[src/design/hsq_params.svh]
// Constants for the homing sequencer: register offsets, fields, resets.
// Assumes inclusion by bare name; definitions only.
`ifndef HSQ_PARAMS_SVH
`define HSQ_PARAMS_SVH
`define HSQ_OFF_CTRL 12'h000
`define HSQ_OFF_METHOD 12'h004
`define HSQ_OFF_HSPEED 12'h008
`define HSQ_OFF_CSPEED 12'h00c
`define HSQ_OFF_SHIFT 12'h010
`define HSQ_OFF_COORD 12'h014
`define HSQ_OFF_TRAVEL 12'h018
`define HSQ_OFF_POLAR 12'h01c
`define HSQ_OFF_ACCEL 12'h020
`define HSQ_OFF_STATUS 12'h024
`define HSQ_OFF_POS 12'h028
`define HSQ_METHOD_COUNT 4'h6
`define HSQ_METHOD_CRADLE 4'h7
`define HSQ_METHOD_LASTZ 4'h8
`define HSQ_DIR_BIT 4
`define HSQ_CTRL_START 0
`define HSQ_CTRL_WARN_CLR 1
`define HSQ_RST_METHOD 32'h0000_0006
`define HSQ_RST_HSPEED 32'h0000_0064
`define HSQ_RST_CSPEED 32'h0000_000a
`define HSQ_RST_ACCEL 32'h0000_0004
`endif

[src/design/hsq_pkg.sv]
// Types for the homing sequencer.
// Assumes the params header for numeric constants.
package hsq_pkg;
	typedef enum logic [6:0] {
		HSQ_IDLE = 7'b0000001,
		HSQ_FAST = 7'b0000010,
		HSQ_TRAVEL = 7'b0000100,
		HSQ_SEEKZ = 7'b0001000,
		HSQ_REVZ = 7'b0010000,
		HSQ_SHIFT = 7'b0100000,
		HSQ_DONE = 7'b1000000
	} hsq_state_type;
endpackage

[src/design/hsq_ramp_if.sv]
// Interface between sequencer and speed ramp.
// Assumes one clock domain.
`timescale 1ns/1ns
interface hsq_ramp_if;
	logic [31:0] target;
	logic [31:0] accel;
	logic [31:0] speed;
	modport seq (output target, output accel, input speed);
	modport ramp (input target, input accel, output speed);
endinterface
[src/design/hsq_homing.sv]
// Homing sequencer for count, dog cradle and last Z-phase methods.
// Assumes AHB-Lite single-word transfers and inputs synchronous to hclk.
// Overview of operation
// - Method 6 performs count type front end reference homing.
// - Method 7 performs dog cradle homing.
// - Method 8 performs dog type last Z-phase homing.
// - Travel direction comes from the homing method parameter.
// - Dog input is corrected by polarity before edge detection.
// - Homing speed is used until the dog is detected.
// - Creep speed is used after the dog is detected.
// - Count type applies the shift distance after the dog front end.
// - Count type travels the post-dog distance before the shift.
// - Acceleration constant of table entry 1 serves every method.
// - On completion the current position loads the home coordinate.
// - Dog cradle takes the first Z pulse after the dog front end.
// - Last Z-phase reverses at creep speed after the dog front end.
// - Last Z-phase takes the first Z pulse during the reverse move.
// - Z-based methods offset home from the Z position by the shift.
// - Count type decelerates at front end and ignores Z-phase.
// - Count type warns if it ends before reaching creep speed.
//
// The address map and the AHB-Lite interface to the registers were decided locally.
`timescale 1ns/1ns
`include "hsq_params.svh"
module hsq_homing (
	input logic hclk,
	input logic hresetn,
	input logic hsel,
	input logic [31:0] haddr,
	input logic [1:0] htrans,
	input logic hwrite,
	input logic [2:0] hsize,
	input logic [31:0] hwdata,
	input logic hready,
	output logic [31:0] hrdata,
	output logic hreadyout,
	output logic hresp,
	input logic op_mode_select_1,
	input logic [4:0] table_select,
	input logic dog_in,
	input logic z_pulse,
	output logic move_active,
	output logic move_reverse,
	output logic [31:0] move_speed,
	output logic home_done,
	output logic homing_incomplete_warning
);
	hsq_pkg::hsq_state_type st_q;
	hsq_pkg::hsq_state_type st_d;
	logic [31:0] method_q;
	logic [31:0] hspeed_q;
	logic [31:0] cspeed_q;
	logic [31:0] shift_q;
	logic [31:0] coord_q;
	logic [31:0] travel_q;
	logic [31:0] accel_q;
	logic [31:0] pos_q;
	logic polar_q;
	logic warn_q;
	logic done_q;
	logic dog_q;
	logic wr_q;
	logic creep_seen_q;
	logic [11:0] addr_q;
	logic [31:0] dist_q;
	logic [31:0] rdata_q;
	logic [31:0] spd_q;
	logic rev_q;
	logic act_q;
	hsq_ramp_if rif();
	hsq_ramp u_ramp (.hclk(hclk), .hresetn(hresetn), .rp(rif));

	// Address phase capture; single-cycle answer, always OKAY
	wire take = hsel && hready && htrans[1];
	wire wr_hit = wr_q;
	wire [3:0] method = method_q[3:0];
	wire dir_rev = method_q[`HSQ_DIR_BIT];
	wire method_ok = method == `HSQ_METHOD_COUNT || method == `HSQ_METHOD_CRADLE ||
		method == `HSQ_METHOD_LASTZ;
	wire mode_ok = op_mode_select_1 && table_select == 5'h0;
	wire dog_now = dog_in ^ polar_q;
	wire dog_front = dog_now && !dog_q;
	wire at_creep = rif.speed <= cspeed_q;
	wire dist_end = dist_q == 32'h0;
	wire start_pulse = wr_hit && addr_q == `HSQ_OFF_CTRL && hwdata[`HSQ_CTRL_START];
	wire warn_clr = wr_hit && addr_q == `HSQ_OFF_CTRL && hwdata[`HSQ_CTRL_WARN_CLR];
	wire count_end = st_q == hsq_pkg::HSQ_SHIFT && dist_end && method == `HSQ_METHOD_COUNT;
	wire warn_set = count_end && !creep_seen_q;
	// Read data is chosen in the address phase and held in a flop for the data phase
	// Limitation: a read right behind a write to the same word sees the old value
	wire [11:0] rd_addr = haddr[11:0];
	wire [31:0] rd_mux =
		rd_addr == `HSQ_OFF_METHOD ? method_q :
		rd_addr == `HSQ_OFF_HSPEED ? hspeed_q :
		rd_addr == `HSQ_OFF_CSPEED ? cspeed_q :
		rd_addr == `HSQ_OFF_SHIFT ? shift_q :
		rd_addr == `HSQ_OFF_COORD ? coord_q :
		rd_addr == `HSQ_OFF_TRAVEL ? travel_q :
		rd_addr == `HSQ_OFF_POLAR ? {31'h0, polar_q} :
		rd_addr == `HSQ_OFF_ACCEL ? accel_q :
		rd_addr == `HSQ_OFF_STATUS ? {29'h0, warn_q, done_q, act_q} :
		rd_addr == `HSQ_OFF_POS ? pos_q : 32'h0;

	// Sequencer next state
	always_comb begin
		st_d = st_q;
		case (st_q)
			hsq_pkg::HSQ_IDLE: if (start_pulse && mode_ok && method_ok) st_d = hsq_pkg::HSQ_FAST;
			hsq_pkg::HSQ_FAST: if (dog_front) begin
				if (method == `HSQ_METHOD_COUNT) st_d = hsq_pkg::HSQ_TRAVEL;
				else if (method == `HSQ_METHOD_CRADLE) st_d = hsq_pkg::HSQ_SEEKZ;
				else st_d = hsq_pkg::HSQ_REVZ;
			end
			hsq_pkg::HSQ_TRAVEL: if (dist_end) st_d = hsq_pkg::HSQ_SHIFT;
			hsq_pkg::HSQ_SEEKZ: if (z_pulse) st_d = hsq_pkg::HSQ_SHIFT;
			hsq_pkg::HSQ_REVZ: if (z_pulse) st_d = hsq_pkg::HSQ_SHIFT;
			hsq_pkg::HSQ_SHIFT: if (dist_end) st_d = hsq_pkg::HSQ_DONE;
			hsq_pkg::HSQ_DONE: st_d = hsq_pkg::HSQ_IDLE;
			default: st_d = hsq_pkg::HSQ_IDLE;
		endcase
		if (!op_mode_select_1) st_d = hsq_pkg::HSQ_IDLE;
	end

	// Speed target: fast before the dog, creep after
	assign rif.target = st_q == hsq_pkg::HSQ_FAST ? hspeed_q :
		(st_q == hsq_pkg::HSQ_IDLE || st_q == hsq_pkg::HSQ_DONE) ? 32'h0 : cspeed_q;
	assign rif.accel = accel_q;

	always_ff @(posedge hclk or negedge hresetn) begin
		if (!hresetn) begin
			addr_q <= 12'h0;
			wr_q <= 1'b0;
		end else begin
			addr_q <= take ? haddr[11:0] : addr_q;
			wr_q <= take && hwrite;
		end
	end

	always_ff @(posedge hclk or negedge hresetn) begin
		if (!hresetn) begin
			method_q <= `HSQ_RST_METHOD;
			hspeed_q <= `HSQ_RST_HSPEED;
			cspeed_q <= `HSQ_RST_CSPEED;
			accel_q <= `HSQ_RST_ACCEL;
			shift_q <= 32'h0;
			coord_q <= 32'h0;
			travel_q <= 32'h0;
			polar_q <= 1'b0;
		end else if (wr_hit) begin
			if (addr_q == `HSQ_OFF_METHOD) method_q <= hwdata;
			if (addr_q == `HSQ_OFF_HSPEED) hspeed_q <= hwdata;
			if (addr_q == `HSQ_OFF_CSPEED) cspeed_q <= hwdata;
			if (addr_q == `HSQ_OFF_ACCEL) accel_q <= hwdata;
			if (addr_q == `HSQ_OFF_SHIFT) shift_q <= hwdata;
			if (addr_q == `HSQ_OFF_COORD) coord_q <= hwdata;
			if (addr_q == `HSQ_OFF_TRAVEL) travel_q <= hwdata;
			if (addr_q == `HSQ_OFF_POLAR) polar_q <= hwdata[0];
		end
	end

	// Distance counters reload on phase entry; speed is taken as distance per cycle
	always_ff @(posedge hclk or negedge hresetn) begin
		if (!hresetn) begin
			st_q <= hsq_pkg::HSQ_IDLE;
			dog_q <= 1'b0;
			dist_q <= 32'h0;
			pos_q <= 32'h0;
			creep_seen_q <= 1'b0;
		end else begin
			st_q <= st_d;
			dog_q <= dog_now;
			if (st_q != hsq_pkg::HSQ_TRAVEL && st_d == hsq_pkg::HSQ_TRAVEL)
				dist_q <= travel_q;
			else if (st_q != hsq_pkg::HSQ_SHIFT && st_d == hsq_pkg::HSQ_SHIFT)
				dist_q <= shift_q;
			else if (rif.speed >= dist_q)
				dist_q <= 32'h0;
			else
				dist_q <= dist_q - rif.speed;
			if (st_q == hsq_pkg::HSQ_DONE)
				pos_q <= coord_q;
			else if (act_q)
				pos_q <= rev_q ? pos_q - rif.speed : pos_q + rif.speed;
			if (st_q == hsq_pkg::HSQ_FAST)
				creep_seen_q <= 1'b0;
			else if (at_creep && st_q != hsq_pkg::HSQ_IDLE)
				creep_seen_q <= 1'b1;
		end
	end

	// Warning: set wins over software clear
	always_ff @(posedge hclk or negedge hresetn) begin
		if (!hresetn) begin
			warn_q <= 1'b0;
			done_q <= 1'b0;
		end else begin
			warn_q <= warn_set | (warn_q & ~warn_clr);
			done_q <= st_q == hsq_pkg::HSQ_DONE ? 1'b1 : (start_pulse ? 1'b0 : done_q);
		end
	end

	always_ff @(posedge hclk or negedge hresetn) begin
		if (!hresetn) begin
			rev_q <= 1'b0;
			act_q <= 1'b0;
			spd_q <= 32'h0;
			rdata_q <= 32'h0;
		end else begin
			rev_q <= st_d == hsq_pkg::HSQ_REVZ ? ~dir_rev : dir_rev;
			act_q <= st_d != hsq_pkg::HSQ_IDLE && st_d != hsq_pkg::HSQ_DONE;
			spd_q <= rif.speed;
			rdata_q <= (take && !hwrite) ? rd_mux : rdata_q;
		end
	end

	assign hrdata = rdata_q;
	assign hreadyout = 1'b1;
	assign hresp = 1'b0;
	assign move_active = act_q;
	assign move_reverse = rev_q;
	assign move_speed = spd_q;
	assign home_done = done_q;
	assign homing_incomplete_warning = warn_q;

	a_dog_front_seek: assert property (@(posedge hclk) disable iff (!hresetn)
		st_q == hsq_pkg::HSQ_FAST && dog_front && method == `HSQ_METHOD_CRADLE
		|=> st_q == hsq_pkg::HSQ_SEEKZ) else $error("cradle did not seek Z");
	a_lastz_reverse: assert property (@(posedge hclk) disable iff (!hresetn)
		st_q == hsq_pkg::HSQ_FAST && dog_front && method == `HSQ_METHOD_LASTZ && op_mode_select_1
		|=> move_reverse == ~dir_rev) else $error("last Z did not reverse");
	a_lastz_z_take: assert property (@(posedge hclk) disable iff (!hresetn)
		st_q == hsq_pkg::HSQ_REVZ && z_pulse && op_mode_select_1
		|=> st_q == hsq_pkg::HSQ_SHIFT && dist_q == $past(shift_q)) else $error("Z not taken");
	a_count_travel: assert property (@(posedge hclk) disable iff (!hresetn)
		st_q == hsq_pkg::HSQ_FAST && dog_front && method == `HSQ_METHOD_COUNT && op_mode_select_1
		|=> st_q == hsq_pkg::HSQ_TRAVEL && dist_q == $past(travel_q)) else $error("no travel");
	a_home_load: assert property (@(posedge hclk) disable iff (!hresetn)
		st_q == hsq_pkg::HSQ_DONE |=> pos_q == $past(coord_q) && home_done)
		else $error("home coordinate not loaded");
	a_fast_target: assert property (@(posedge hclk) disable iff (!hresetn)
		st_q == hsq_pkg::HSQ_FAST |-> rif.target == hspeed_q) else $error("fast speed wrong");
	a_creep_target: assert property (@(posedge hclk) disable iff (!hresetn)
		st_q inside {hsq_pkg::HSQ_TRAVEL, hsq_pkg::HSQ_SEEKZ, hsq_pkg::HSQ_REVZ}
		|-> rif.target == cspeed_q) else $error("creep speed wrong");
	a_warn_sticky: assert property (@(posedge hclk) disable iff (!hresetn)
		warn_set |=> homing_incomplete_warning) else $error("warning lost");
	a_start_gate: assert property (@(posedge hclk) disable iff (!hresetn)
		st_q == hsq_pkg::HSQ_IDLE && start_pulse && !mode_ok |=> st_q == hsq_pkg::HSQ_IDLE)
		else $error("started outside homing mode");

	// Sequencing guards; the hold, end and load checks apply only while homing mode stays selected
	a_abort_idle: assert property (@(posedge hclk) disable iff (!hresetn)
		!op_mode_select_1 |=> st_q == hsq_pkg::HSQ_IDLE)
		else $error("no abort on mode drop");
	a_method_gate: assert property (@(posedge hclk) disable iff (!hresetn)
		st_q == hsq_pkg::HSQ_IDLE && start_pulse && !method_ok |=> st_q == hsq_pkg::HSQ_IDLE)
		else $error("started with unknown method");
	a_fast_hold: assert property (@(posedge hclk) disable iff (!hresetn)
		st_q == hsq_pkg::HSQ_FAST && !dog_front && op_mode_select_1
		|=> st_q == hsq_pkg::HSQ_FAST) else $error("left fast run early");
	// After the dog front end each phase holds until its Z pulse or distance end
	a_cradle_hold: assert property (@(posedge hclk) disable iff (!hresetn)
		st_q == hsq_pkg::HSQ_SEEKZ && !z_pulse && op_mode_select_1
		|=> st_q == hsq_pkg::HSQ_SEEKZ) else $error("cradle left without Z");
	a_revz_hold: assert property (@(posedge hclk) disable iff (!hresetn)
		st_q == hsq_pkg::HSQ_REVZ && !z_pulse && op_mode_select_1
		|=> st_q == hsq_pkg::HSQ_REVZ) else $error("reverse left without Z");
	a_count_no_z: assert property (@(posedge hclk) disable iff (!hresetn)
		st_q == hsq_pkg::HSQ_TRAVEL && !dist_end && op_mode_select_1
		|=> st_q == hsq_pkg::HSQ_TRAVEL) else $error("count travel cut short");
	a_travel_end: assert property (@(posedge hclk) disable iff (!hresetn)
		st_q == hsq_pkg::HSQ_TRAVEL && dist_end && op_mode_select_1
		|=> st_q == hsq_pkg::HSQ_SHIFT && dist_q == $past(shift_q)) else $error("no shift");
	a_shift_load: assert property (@(posedge hclk) disable iff (!hresetn)
		st_q == hsq_pkg::HSQ_SEEKZ && z_pulse && op_mode_select_1
		|=> st_q == hsq_pkg::HSQ_SHIFT && dist_q == $past(shift_q)) else $error("Z shift lost");
	a_shift_done: assert property (@(posedge hclk) disable iff (!hresetn)
		st_q == hsq_pkg::HSQ_SHIFT && dist_end && op_mode_select_1
		|=> st_q == hsq_pkg::HSQ_DONE) else $error("shift did not finish");
	a_done_pulse: assert property (@(posedge hclk) disable iff (!hresetn)
		st_q == hsq_pkg::HSQ_DONE |=> st_q == hsq_pkg::HSQ_IDLE)
		else $error("done held too long");
	// Direction follows the method word; a write mid-run shows one cycle late
	a_fast_dir: assert property (@(posedge hclk) disable iff (!hresetn)
		st_q == hsq_pkg::HSQ_FAST && $stable(method_q) |-> move_reverse == dir_rev)
		else $error("fast run direction wrong");
	a_revz_dir: assert property (@(posedge hclk) disable iff (!hresetn)
		st_q == hsq_pkg::HSQ_REVZ && $stable(method_q) |-> move_reverse == !dir_rev)
		else $error("reverse creep direction wrong");
	a_dog_edge: assert property (@(posedge hclk) disable iff (!hresetn)
		$rose(dog_now) |-> dog_front)
		else $error("dog front end missed");
	// Speed never climbs by more than one acceleration step per cycle
	a_ramp_step: assert property (@(posedge hclk) disable iff (!hresetn)
		rif.speed > $past(rif.speed) |-> rif.speed - $past(rif.speed) <= $past(accel_q))
		else $error("ramp step too large");
	a_warn_clear: assert property (@(posedge hclk) disable iff (!hresetn)
		warn_clr && !warn_set |=> !homing_incomplete_warning)
		else $error("warning not cleared");
endmodule // hsq_homing

[src/design/hsq_ramp.sv]
// Speed ramp: slews speed toward target by the accel step each cycle.
// Assumes hclk domain and a nonzero step.
`timescale 1ns/1ns
module hsq_ramp (
	input wire logic hclk,
	input wire logic hresetn,
	hsq_ramp_if.ramp rp
);
	logic [31:0] speed_q;
	wire up = rp.target > speed_q;
	wire [31:0] gap = up ? rp.target - speed_q : speed_q - rp.target;
	wire [31:0] step = (gap < rp.accel) ? gap : rp.accel;
	wire [31:0] speed_d = up ? speed_q + step : speed_q - step;
	always_ff @(posedge hclk or negedge hresetn) begin
		if (!hresetn) speed_q <= 32'h0;
		else speed_q <= speed_d;
	end
	assign rp.speed = speed_q;
endmodule // hsq_ramp

[config.mk]
export PLATFORM = sky130hd
export DESIGN_NAME = hsq_homing
export DESIGN_NICKNAME = d
export VERILOG_FILES = /design/src/design/hsq_pkg.sv /design/src/design/hsq_ramp_if.sv /design/src/design/hsq_homing.sv /design/src/design/hsq_ramp.sv
export VERILOG_INCLUDE_DIRS = /design/src /design/src/design
export SDC_FILE = /design/constraint.sdc
export NUM_CORES = 1
export LEC_CHECK = 0
export ABC_AREA = 1
export BUFFER_PORTS_ARGS = -buffer_cell sky130_fd_sc_hd__buf_2
export CORE_MARGIN = 5
export CORE_UTILIZATION = 55
export DETAILED_ROUTE_END_ITERATION = 6
export PLACE_DENSITY = 0.7
export SKIP_CTS_REPAIR_TIMING = 1
export SLEW_MARGIN = 0
export SYNTH_ARGS = -nofsm -noshare
export SYNTH_HDL_FRONTEND = slang
export SYNTH_SLANG_ARGS = --single-unit
[constraint.sdc]
create_clock -name hclk -period 9.7 [get_ports hclk]
set_input_delay 1.455 -clock hclk [delete_from_list [all_inputs] [get_ports hclk]]
set_output_delay 1.455 -clock hclk [all_outputs]
set_load 0.005 [all_outputs]
Word level (Yosys, flattened, before mapping)
Cells that the tools add are included.
W data, S select, Z words.
{"block": "classes", "add_sub_neg": 7, "n_lt_le_gt_ge": 4, "eq_ne": 36, "mux": 35, "n_bitwise": 5, "n_reduce_logical": 39}
{"op": "$mux W32", "count": 21}
{"op": "$sub A32 B32 Y32", "count": 5}
{"op": "$eq A12 B5 Y1 const B", "count": 8}
{"op": "$add A32 B32 Y32", "count": 2}
{"op": "$eq A12 B4 Y1 const B", "count": 4}
{"op": "$eq A12 B6 Y1 const B", "count": 4}
{"op": "$mux W7", "count": 6}
{"op": "$pmux W7 S5", "count": 1}
{"op": "$ge A32 B32 Y1", "count": 1}
{"op": "$gt A32 B32 Y1", "count": 1}
{"op": "$le A32 B32 Y1", "count": 1}
{"op": "$logic_not A32 Y1", "count": 1}
{"op": "$lt A32 B32 Y1", "count": 1}
{"op": "$eq A12 B3 Y1 const B", "count": 2}
{"op": "$logic_and A1 B1 Y1", "count": 18}
{"op": "$reduce_and A2 Y1", "count": 8}
{"op": "$eq A7 B3 Y1 const B", "count": 2}
{"op": "$eq A7 B5 Y1 const B", "count": 2}
{"op": "$eq A7 B6 Y1 const B", "count": 2}
{"op": "$ne A7 B1 Y1 const B", "count": 2}
{"op": "$logic_not A12 Y1", "count": 1}
{"op": "$mux W5", "count": 2}
{"op": "$eq A4 B3 Y1 const B", "count": 2}
{"op": "$eq A7 B1 Y1 const B", "count": 1}
{"op": "other kinds (17)", "count": 28}
{"block": "word_totals", "ff_bits": 411, "output_inout_bits": 70, "elab_cells": 148}

Depth between registers and ports, before layout
Gate-level depths: netlist (run 1).
{"block": "depth", "word_depth": 12, "ltp_mapped": 63}

Modules after synthesis
A second synthesis (run 1) with hierarchy kept.
{"block": "unflattened", "cells_unflattened": 5132, "area_unflattened_um2": 33145.5}
{"mod": "hsq_homing", "n_inst": 1, "cells_per_inst": 3303, "area_per_inst_um2": 23178.5}
{"mod": "hsq_ramp", "n_inst": 1, "cells_per_inst": 1829, "area_per_inst_um2": 9967.1}

Worst setup path after synthesis (run 1)
No wires, ideal clock.
{"block": "synth_timing", "kind": "reg2reg", "from": "register st_q[5]", "to": "register u_ramp.speed_q[29], in the netlist u_ramp.rp.speed[29]", "setup_ns": 0.117, "t_arrival_ns": 7.361, "setup_slack_ns": 2.223, "path_stages_with_launch": 54, "path_buffers": 4, "period_less_slack_ns": 7.477, "cell_sequence": "dfrtp_1 > inv_1 > nand2_1 > nor2_1 > inv_1 > nor4_2 > nor2_1 > nand2_1 > buf_1 > o21a_1 > inv_1 > ha_1 > nand2_1 > inv_1 > nand2_1 > nand2_1 > nand2_1 > nand2_1 > [... 18 more ...] > nor2_1 > nand2_1 > nand2_1 > xor2_1 > ha_1 > nand2_1 > inv_1 > a21oi_1 > o21ai_0 > nand3_1 > nand2_1 > a21oi_1 > o21ai_0 > a21boi_0 > o21ai_0 > nand2_1 > nand3_1 > nand2_1"}
{"block": "synth_between", "elab_chain_len": 10, "word_cells_on_any_way": 15}
{"item": "from (decl)", "line": "hsq_homing.sv:48", "rtl": "hsq_pkg::hsq_state_type st_q;"}
{"item": "from (signal assigned)", "line": "hsq_homing.sv:164", "rtl": "st_q <= hsq_pkg::HSQ_IDLE;"}
{"item": "from (signal assigned)", "line": "hsq_homing.sv:170", "rtl": "st_q <= st_d;"}
{"item": "$eq A7 B1 Y1 / $eq A7 B7 Y1 (equally long branches)", "line": "hsq_homing.sv:126", "rtl": "(st_q == hsq_pkg::HSQ_IDLE || st_q == hsq_pkg::HSQ_DONE) ? 32'h0 : cspeed_q;"}
{"item": "$logic_or A1 B1 Y1", "line": "hsq_homing.sv:126"}
{"item": "$mux W32", "line": "hsq_homing.sv:126"}
{"item": "$mux W32 (*)", "line": "hsq_homing.sv:125", "rtl": "assign rif.target = st_q == hsq_pkg::HSQ_FAST ? hspeed_q :"}
{"item": "$sub A32 B32 Y32 / $gt A32 B32 Y1 (equally long branches)", "line": "hsq_ramp.sv:11, hsq_ramp.sv:10"}
{"item": "$mux W32", "line": "hsq_ramp.sv:11", "rtl": "wire [31:0] gap = up ? rp.target - speed_q : speed_q - rp.target;"}
{"item": "$lt A32 B32 Y1", "line": "hsq_ramp.sv:12", "rtl": "wire [31:0] step = (gap < rp.accel) ? gap : rp.accel;"}
{"item": "$mux W32", "line": "hsq_ramp.sv:12"}
{"item": "$sub A32 B32 Y32 / $add A32 B32 Y32 (equally long branches)", "line": "hsq_ramp.sv:13", "rtl": "wire [31:0] speed_d = up ? speed_q + step : speed_q - step;"}
{"item": "$mux W32 (*)", "line": "hsq_ramp.sv:13"}
{"item": "net u_ramp.speed_d[29]", "line": "hsq_ramp.sv:13"}
{"item": "to (signal assigned)", "line": "hsq_ramp.sv:16", "rtl": "else speed_q <= speed_d;"}
{"item": "to (decl)", "line": "hsq_ramp.sv:9", "rtl": "logic [31:0] speed_q;"}
Mark *: on every way through the listed nets, which the timed path passes. The rest lies on a longest branch.
A chain may end at the register's enable or synchronous reset.

Final worst setup path (run 1)
{"block": "layout_timing", "from": "register st_q[4]", "to": "register u_ramp.speed_q[28], in the netlist u_ramp.rp.speed[28]"}
The elaborated chain is that of the path after synthesis.

==> results by group, run 1 <==
Timing
  • Fin Hold WS: 453 ps
  • Fin Clk Skew: 29.6 ps
  • Tmin final: 9050 ps
  • Final Max Tran Viols: 0
  • Rel. slew slack: 21.0%
  • Final hold violation count: 0
  • Slew @ Worst Pin: 1180 ps
  • Final setup viols: 0
  • Setup tns final: 0 ps
  • Crit share post-route: 93.3%
  • Fmax: 110 MHz
  • RSZ-0062 raised after global routing: no

Logic synthesis
  • Async S/R FF share, synth: 100%
  • Ys flop type: dfrtp_1
  • Mapped cell area: 31400 sq um
  • Most area-hungry cell type in the Yosys netlist: dfrtp_1
  • Mapped Cells: 4568
  • Post-synth EDFFs: 0
  • Yosys warning total: 0
  • Yosys top cell area share: 32.1%
  • Syn Area/Cell: 6.87 sq um
  • Syn_nets: 4876
  • Number of synthesized register bits: 411
  • Top cells by area, synth: dfrtp_1, nand2_1, ha_1, inv_1, o21ai_0
  • Post-synth cell types: 63
  • Post-synthesis sequential area ratio: 32.8%

Route
  • Vias: 31.8k
  • Drt total wl: 121000 um
  • Drt wl/cell: 22.1 um
  • Number of vias per cell: 5.80
  • Initial DRC count: 3060
  • DRT antenna net count: 0
  • DRC Markers: 0
  • Pre-Repair DR Iteration Count: 6

Critical path
  • RR Startpoint: st_q[4]
  • Worst path slowest cell: o22ai_1
  • Reg-to-reg setup timing slack: 650 ps
  • Most Frequent Cell on Critical Path: nand2_1
  • Slowest cell delay on critical path: 570 ps
  • CP max FO: 36
  • CP required: 10190 ps
  • Type of origin of the critical path: flop
  • Worst Setup SP: st_q[4]
  • CP endpoint: u_ramp.rp.speed[28]
  • Crit path DAT: 9540 ps
  • Critical path type: flop to flop
  • R2R cell count: 49
  • Worst R2R End: u_ramp.rp.speed[28]
  • Crit path capture type: flop

Cells and area
  • Share of cells above drive strength 1: 8.50%
  • Nets: 4990
  • Area of the multi-input gates: 18100 sq um
  • Area Overhead vs Synth: 10.9%
  • Filler cells: 5461
  • Non-filler instance count after layout: 5479
  • Seq. cell area: 10300 sq um

GRT
  • Pin count of the biggest net entering global routing: 166
  • Vias in the first global route: 30.7k
  • Grt ovf: 0
  • Initial antenna violation count: 5
  • Gr usage total: 37.7%
  • First-pass GRT wire length: 181000 um

Clocking
  • Clock root buffer: clkbuf_16
  • Clock Sinks: 411
  • TritonCTS Buffers: 46
  • Clk buf depth: 3
  • H-tree depth: 2
  • Clock transition at path regs: 70 ps
  • Worst skew pair latency: 630 ps
  • CTS tree: yes

Die
  • Initial Util: 55.6%
  • Top-level I/O count: 152
  • FP Rows: 87
  • Die W: 249 um
  • Die height: 249 um
  • Total core area: 56500 sq um
  • Die Footprint: 61900 sq um

Min path
  • Worst hold-check path type: flop to flop

Place
  • Port Buf Inserts: 125
  • Placed cell count: 5387
  • Dpl hpwl: 93200 um
  • Final Wtd Congestion: 1.02

Status
  • Outcome: complete, no violations

Run
  • Max-cap violation count: 0

Power
  • Leak Pwr: 19.4 nW
  • Max VDD drop: 0.355 mV
  • P per Cell Area: 291 nW/um^2
[cells by family after synthesis]
group	Yosys count	synth area share (%)
AOI/OAI and AO/OA	906	16.5
xor gates and xnor gates	144	4.04
adders and majority gates	226	9.13
buffers and inverters	807	9.88
DFF	411	32.8
muxes	4	0.144
other	2	0.0239
and+or+nand+nor	2068	27.5
[stage by stage]
| step | instance area, sq um | total power [W] | utilization (%) | setup slack [ps] |
|---|---|---|---|---|
| 3_5_place_dp | 33000 | 0.00801 | 58.4 | 407 |
| 5_1_grt | 34800 | 0.0109 | 61.6 | 1.42 |
| 4_1_cts | 34700 | 0.0100 | 61.5 | 306 |
| 2_1_floorplan | 31400 | 0.00628 | - | 2220 |
| 3_3_place_gp | 33000 | 0.00797 | 58.4 | 458 |
| 6_report | 34800 | 0.0101 | 61.6 | 646 |
[registers in the layout, summed over array words and instances, names as in the netlist]
signal                     flops
accel_q                       32
coord_q                       32
cspeed_q                      32
dist_q                        32
hrdata                        32
hspeed_q                      32
method_q                      32
move_speed                    32
pos_q                         32
shift_q                       32
travel_q                      32
u_ramp.rp.speed               32
addr_q                        12
st_q                           7
creep_seen_q                   1
dog_q                          1
home_done                      1
homing_incomplete_warning      1
move_active                    1
move_reverse                   1
polar_q                        1
wr_hit                         1
[layout make-up]
class | instances | share of cell area (%)
diodes | 5 | 0.0360
flip-flops and latches | 411 | 29.6
inverters | 681 | 7.37
repair buffers | 190 | 3.28
clock inverters | 25 | 1.19
multi-input cells | 3352 | 52.1
clock buffers | 59 | 3.71
well taps | 756 | 2.72
[worst min path at each step]
stage | startpoint | slack (ps) | end | cells past startpoint
2_1_floorplan | creep_seen_q | 430 | homing_incomplete_warning | 1
3_3_place_gp | creep_seen_q | 440 | homing_incomplete_warning | 1
3_5_place_dp | creep_seen_q | 450 | homing_incomplete_warning | 1
4_1_cts | creep_seen_q | 450 | homing_incomplete_warning | 1
5_1_grt | creep_seen_q | 480 | homing_incomplete_warning | 1
6_report | creep_seen_q | 450 | homing_incomplete_warning | 1
[power by group]
group	switching, W	internal [W]	leakage (nW)
combinational	0.00396	0.00199	14.1
sequential	0.000247	0.00195	4.39
clock	0.000809	0.00117	0.829
total	0.00502	0.00511	19.4
[synth_stat cells (9+ instances only)]
cell type / instances
nand3_2: 9
nand2_1: 1400
a21o_1: 14
ha_1: 221
o221ai_1: 44
clkbuf_1: 101
buf_2: 9
inv_1: 670
o21bai_1: 12
nor3_1: 36
xnor2_1: 43
dfrtp_1: 402
nand2_2: 40
a31oi_1: 18
nand3_1: 219
nand4_1: 47
nor2_1: 253
o21a_1: 23
o22ai_1: 32
o211ai_1: 20
a221oi_1: 27
xor2_1: 100
a21oi_1: 238
o2111ai_1: 15
nor2_2: 12
o21ai_0: 435
nor4_1: 22
dfstp_2: 9
[worst max-delay path: cells and delay by family (launching register included)]
| kind | cells | cell delay [ps] |
|---|---|---|
| simple gates | 28 | 3990 |
| buf+inv | 11 | 1760 |
| compound gates | 5 | 1390 |
| fa+ha+maj | 3 | 1100 |
| flops | 1 | 390 |
| xor+xnor | 2 | 260 |
[per-layer routing]
metal	wire length, um	share of wire, %	vias up	GRT usage, %
met2	52000	43	1508	58.2
met3	13600	11	317	10.1
met1	49400	41	14900	50.7
met4	5890	4.9	4	15.5
met5	23	0.019	-	0
li1	-	-	15100	-
[cells in the final DEF (no fill, tap or decap), types with 30 or more instances in the layout]
cell / instances
o221ai_1: 44
dfrtp_1: 402
clkbuf_16: 46
a21oi_1: 237
buf_4: 63
nand2_2: 40
o22ai_1: 32
xor2_1: 100
nand4_1: 47
xnor2_1: 43
nand2_1: 1400
inv_1: 669
buf_2: 124
nor3_1: 30
nor2_1: 252
o21ai_0: 433
ha_1: 221
nand3_1: 212
No activity file was read; power rests on OpenSTA's default activity.
==> run 2, diff against run 1 <==
- CORE_MARGIN: 5 -> 2
==> run 2 against run 1 <==
Effect of this change: sequential share of layout area is essentially flat; clock skew shrank 11 ps; total power grew 1.8%; worst hold slack gained 26 ps; clock power is essentially flat; count of clock-buffer cells in the layout grew 8; sequential cell count is the same; critical path type unchanged.
==> results by group, run 2 (synthesis gave the netlist of run 1 again) <==
GRT
  • Vias in the first global route: 30.5k (-0.64%)
  • Pin count of the biggest net entering global routing: 164 (-1.2%)
  • Initial antenna violation count: 4 (-1)
  • Gr usage total: 41.0% (+3.2 points)
  • First-pass GRT wire length: 182000 um (+0.39%)
  • Grt ovf: 0 (unchanged)

Timing
  • Final setup viols: 0 (unchanged)
  • Final hold violation count: 0 (unchanged)
  • Setup ws final: 444 ps (-202 ps)
  • Fmax: 108 MHz (-2.2%)
  • Final Max Tran Viols: 0 (unchanged)
  • Tmin final: 9260 ps (+202 ps)
  • Slew @ Worst Pin: 1170 ps (-14.2 ps)
  • RSZ-0062 raised after global routing: no
  • Fin Clk Skew: 18.6 ps (-11.0 ps)
  • Setup tns final: 0 ps (unchanged)
  • Crit share post-route: 95.4% (+2.1 points)
  • Rel. slew slack: 22.2% (+1.2 points)

Route
  • DRC Markers: 0 (unchanged)
  • Initial DRC count: 3648 (+19%)
  • Vias: 31.9k (+0.31%)
  • Drt wl/cell: 22.2 um (+0.76%)
  • DRT antenna net count: 0 (unchanged)
  • Number of vias per cell: 5.83 (+0.39%)
  • Pre-Repair DR Iteration Count: 6 (unchanged)
  • Drt total wl: 122000 um (+0.68%)

Place
  • Dpl hpwl: 94000 um (+0.79%)
  • Pre-CTS WS: 468 ps (+60.2 ps)
  • Port Buf Inserts: 125 (unchanged)
  • Final Wtd Congestion: 1.01 (-0.37%)

Clocking
  • Clk buf depth: 3 (unchanged)
  • CTS tree: yes
  • H-tree depth: 2 (unchanged)
  • Clock Sinks: 411 (unchanged)
  • Clock transition at path regs: 60 ps (about the same)
  • TritonCTS Buffers: 47 (+2.2%)
  • Clock root buffer: clkbuf_16
  • Worst skew pair latency: 620 ps (about the same)

Critical path
  • Crit path DAT: 9780 ps (+240 ps)
  • Slowest cell delay on critical path: 790 ps (+220 ps)
  • Worst R2R End: u_ramp.rp.speed[18]
  • Worst path slowest cell: o21ai_0
  • Most Frequent Cell on Critical Path: nand2_1
  • CP max FO: 32 (-11%)
  • Critical path type: flop to flop
  • Reg-to-reg setup timing slack: 440 ps (-200 ps)
  • R2R cell count: 48 (-2.0%)
  • RR Startpoint: st_q[5]
  • CP required: 10220 ps (+30 ps)
  • Type of origin of the critical path: flop
  • Crit path capture type: flop

Min path
  • Worst hold-check path type: flop to flop
  • Worst hold start: creep_seen_q
  • Hold Crit Depth: 1 (unchanged)
  • WHS Endpoint: homing_incomplete_warning

Power
  • Max VDD drop: 0.248 mV (-30%)
  • Psw: 0.00516 W (+2.8%)
  • Combinational share of power: 58.9% (about the same)
  • Leak Pwr: 19.4 nW (+0.14%)
  • Clock Power Share: 19.4% (about the same)
  • Net Sw Frac: 50.0% (+0.47 points)
  • P per Cell Area: 296 nW/um^2 (+1.7%)
  • P_int: 0.00515 W (+0.86%)
  • Flop pwr share: 21.8% (about the same)

Die
  • Die height: 243 um (-2.4%)
  • Initial Util: 55.7% (+0.11 points)
  • FP Rows: 87 (unchanged)
  • Total core area: 56400 sq um (-0.19%)
  • Top-level I/O count: 152 (unchanged)
  • Die W: 243 um (-2.4%)
  • Die Footprint: 59000 sq um (-4.8%)

Cells and area
  • Share of cells above drive strength 1: 8.46% (-0.039 points)
  • Area Overhead vs Synth: 11.0%
  • Commonest cells after routing, fill and taps aside: nand2_1, inv_1, o21ai_0
  • Nets: 4986 (-0.080%)
  • Commonest non-fill, non-tap cell in the layout: nand2_1

Status
  • Outcome: complete, no violations

Run
  • Max-cap violation count: 0 (unchanged)
run 2: cell type report:
| class | count | area, sq um |
|---|---|---|
| Fill cell | 5508 | 21600 |
| Multi-Input combinational cell | 3350 | 18100 |
| Sequential cell | 411 | 10300 |
| Inverter | 681 | 2560 |
| Clock buffer | 67 | 1420 |
| Timing Repair Buffer | 187 | 1150 |
| Tap cell | 756 | 946 |
| Clock inverter | 20 | 332 |
| Antenna cell | 3 | 7.51 |
run 2: how the worst max path moves through the flow:
stage	startpoint	endpoint	depth (start not counted)
after floorplan	st_q[5]	u_ramp.rp.speed[29]	53
after global placement	st_q[5]	u_ramp.rp.speed[29]	50
after detailed placement	st_q[5]	u_ramp.rp.speed[29]	53
after CTS	st_q[5]	u_ramp.rp.speed[29]	53
after global routing	st_q[5]	u_ramp.rp.speed[29]	54
final	st_q[5]	u_ramp.rp.speed[18]	48
run 2: critical path, delay by kind of cell, from the launching register on:
kind | cells | cell delay [ps]
buf+inv | 9 | 1230
flops | 1 | 410
simple gates | 22 | 2800
compound gates | 12 | 3140
xor+xnor | 2 | 390
fa+ha+maj | 3 | 1160
run 2: power groups by stage:
stage | Combinational [W] | Clock (W) | Sequential (W)
floorplan | 0.00414 | 0 | 0.00214
global placement | 0.00583 | 0 | 0.00225
detailed placement | 0.00587 | 0 | 0.00225
CTS | 0.00592 | 0.00201 | 0.00222
global route | 0.00672 | 0.00209 | 0.00225
finish | 0.00607 | 0.00200 | 0.00224
run 2: per-layer routing:
metal / share of wire, % / track usage (%) / vias up
li1: - / - / 15100
met1: 41 / 55.2 / 14900
met2: 42 / 61.0 / 1575
met3: 12 / 11.2 / 323
met4: 5.3 / 19.0 / 2
met5: 0.085 / 1.72 / -
run 2: metrics by stage:
step                power, W  hold slack (ps)  cells  util, %  cell area, sq um
detailed placement   0.00812              460   5385     58.6             33000
global route          0.0111              505   5472     61.8             34800
floorplan            0.00628              430   4568        -             31400
CTS                   0.0102              473   5472     61.7             34800
finish                0.0103              479   5475     61.8             34800
global placement     0.00808              459   5385     58.6             33000
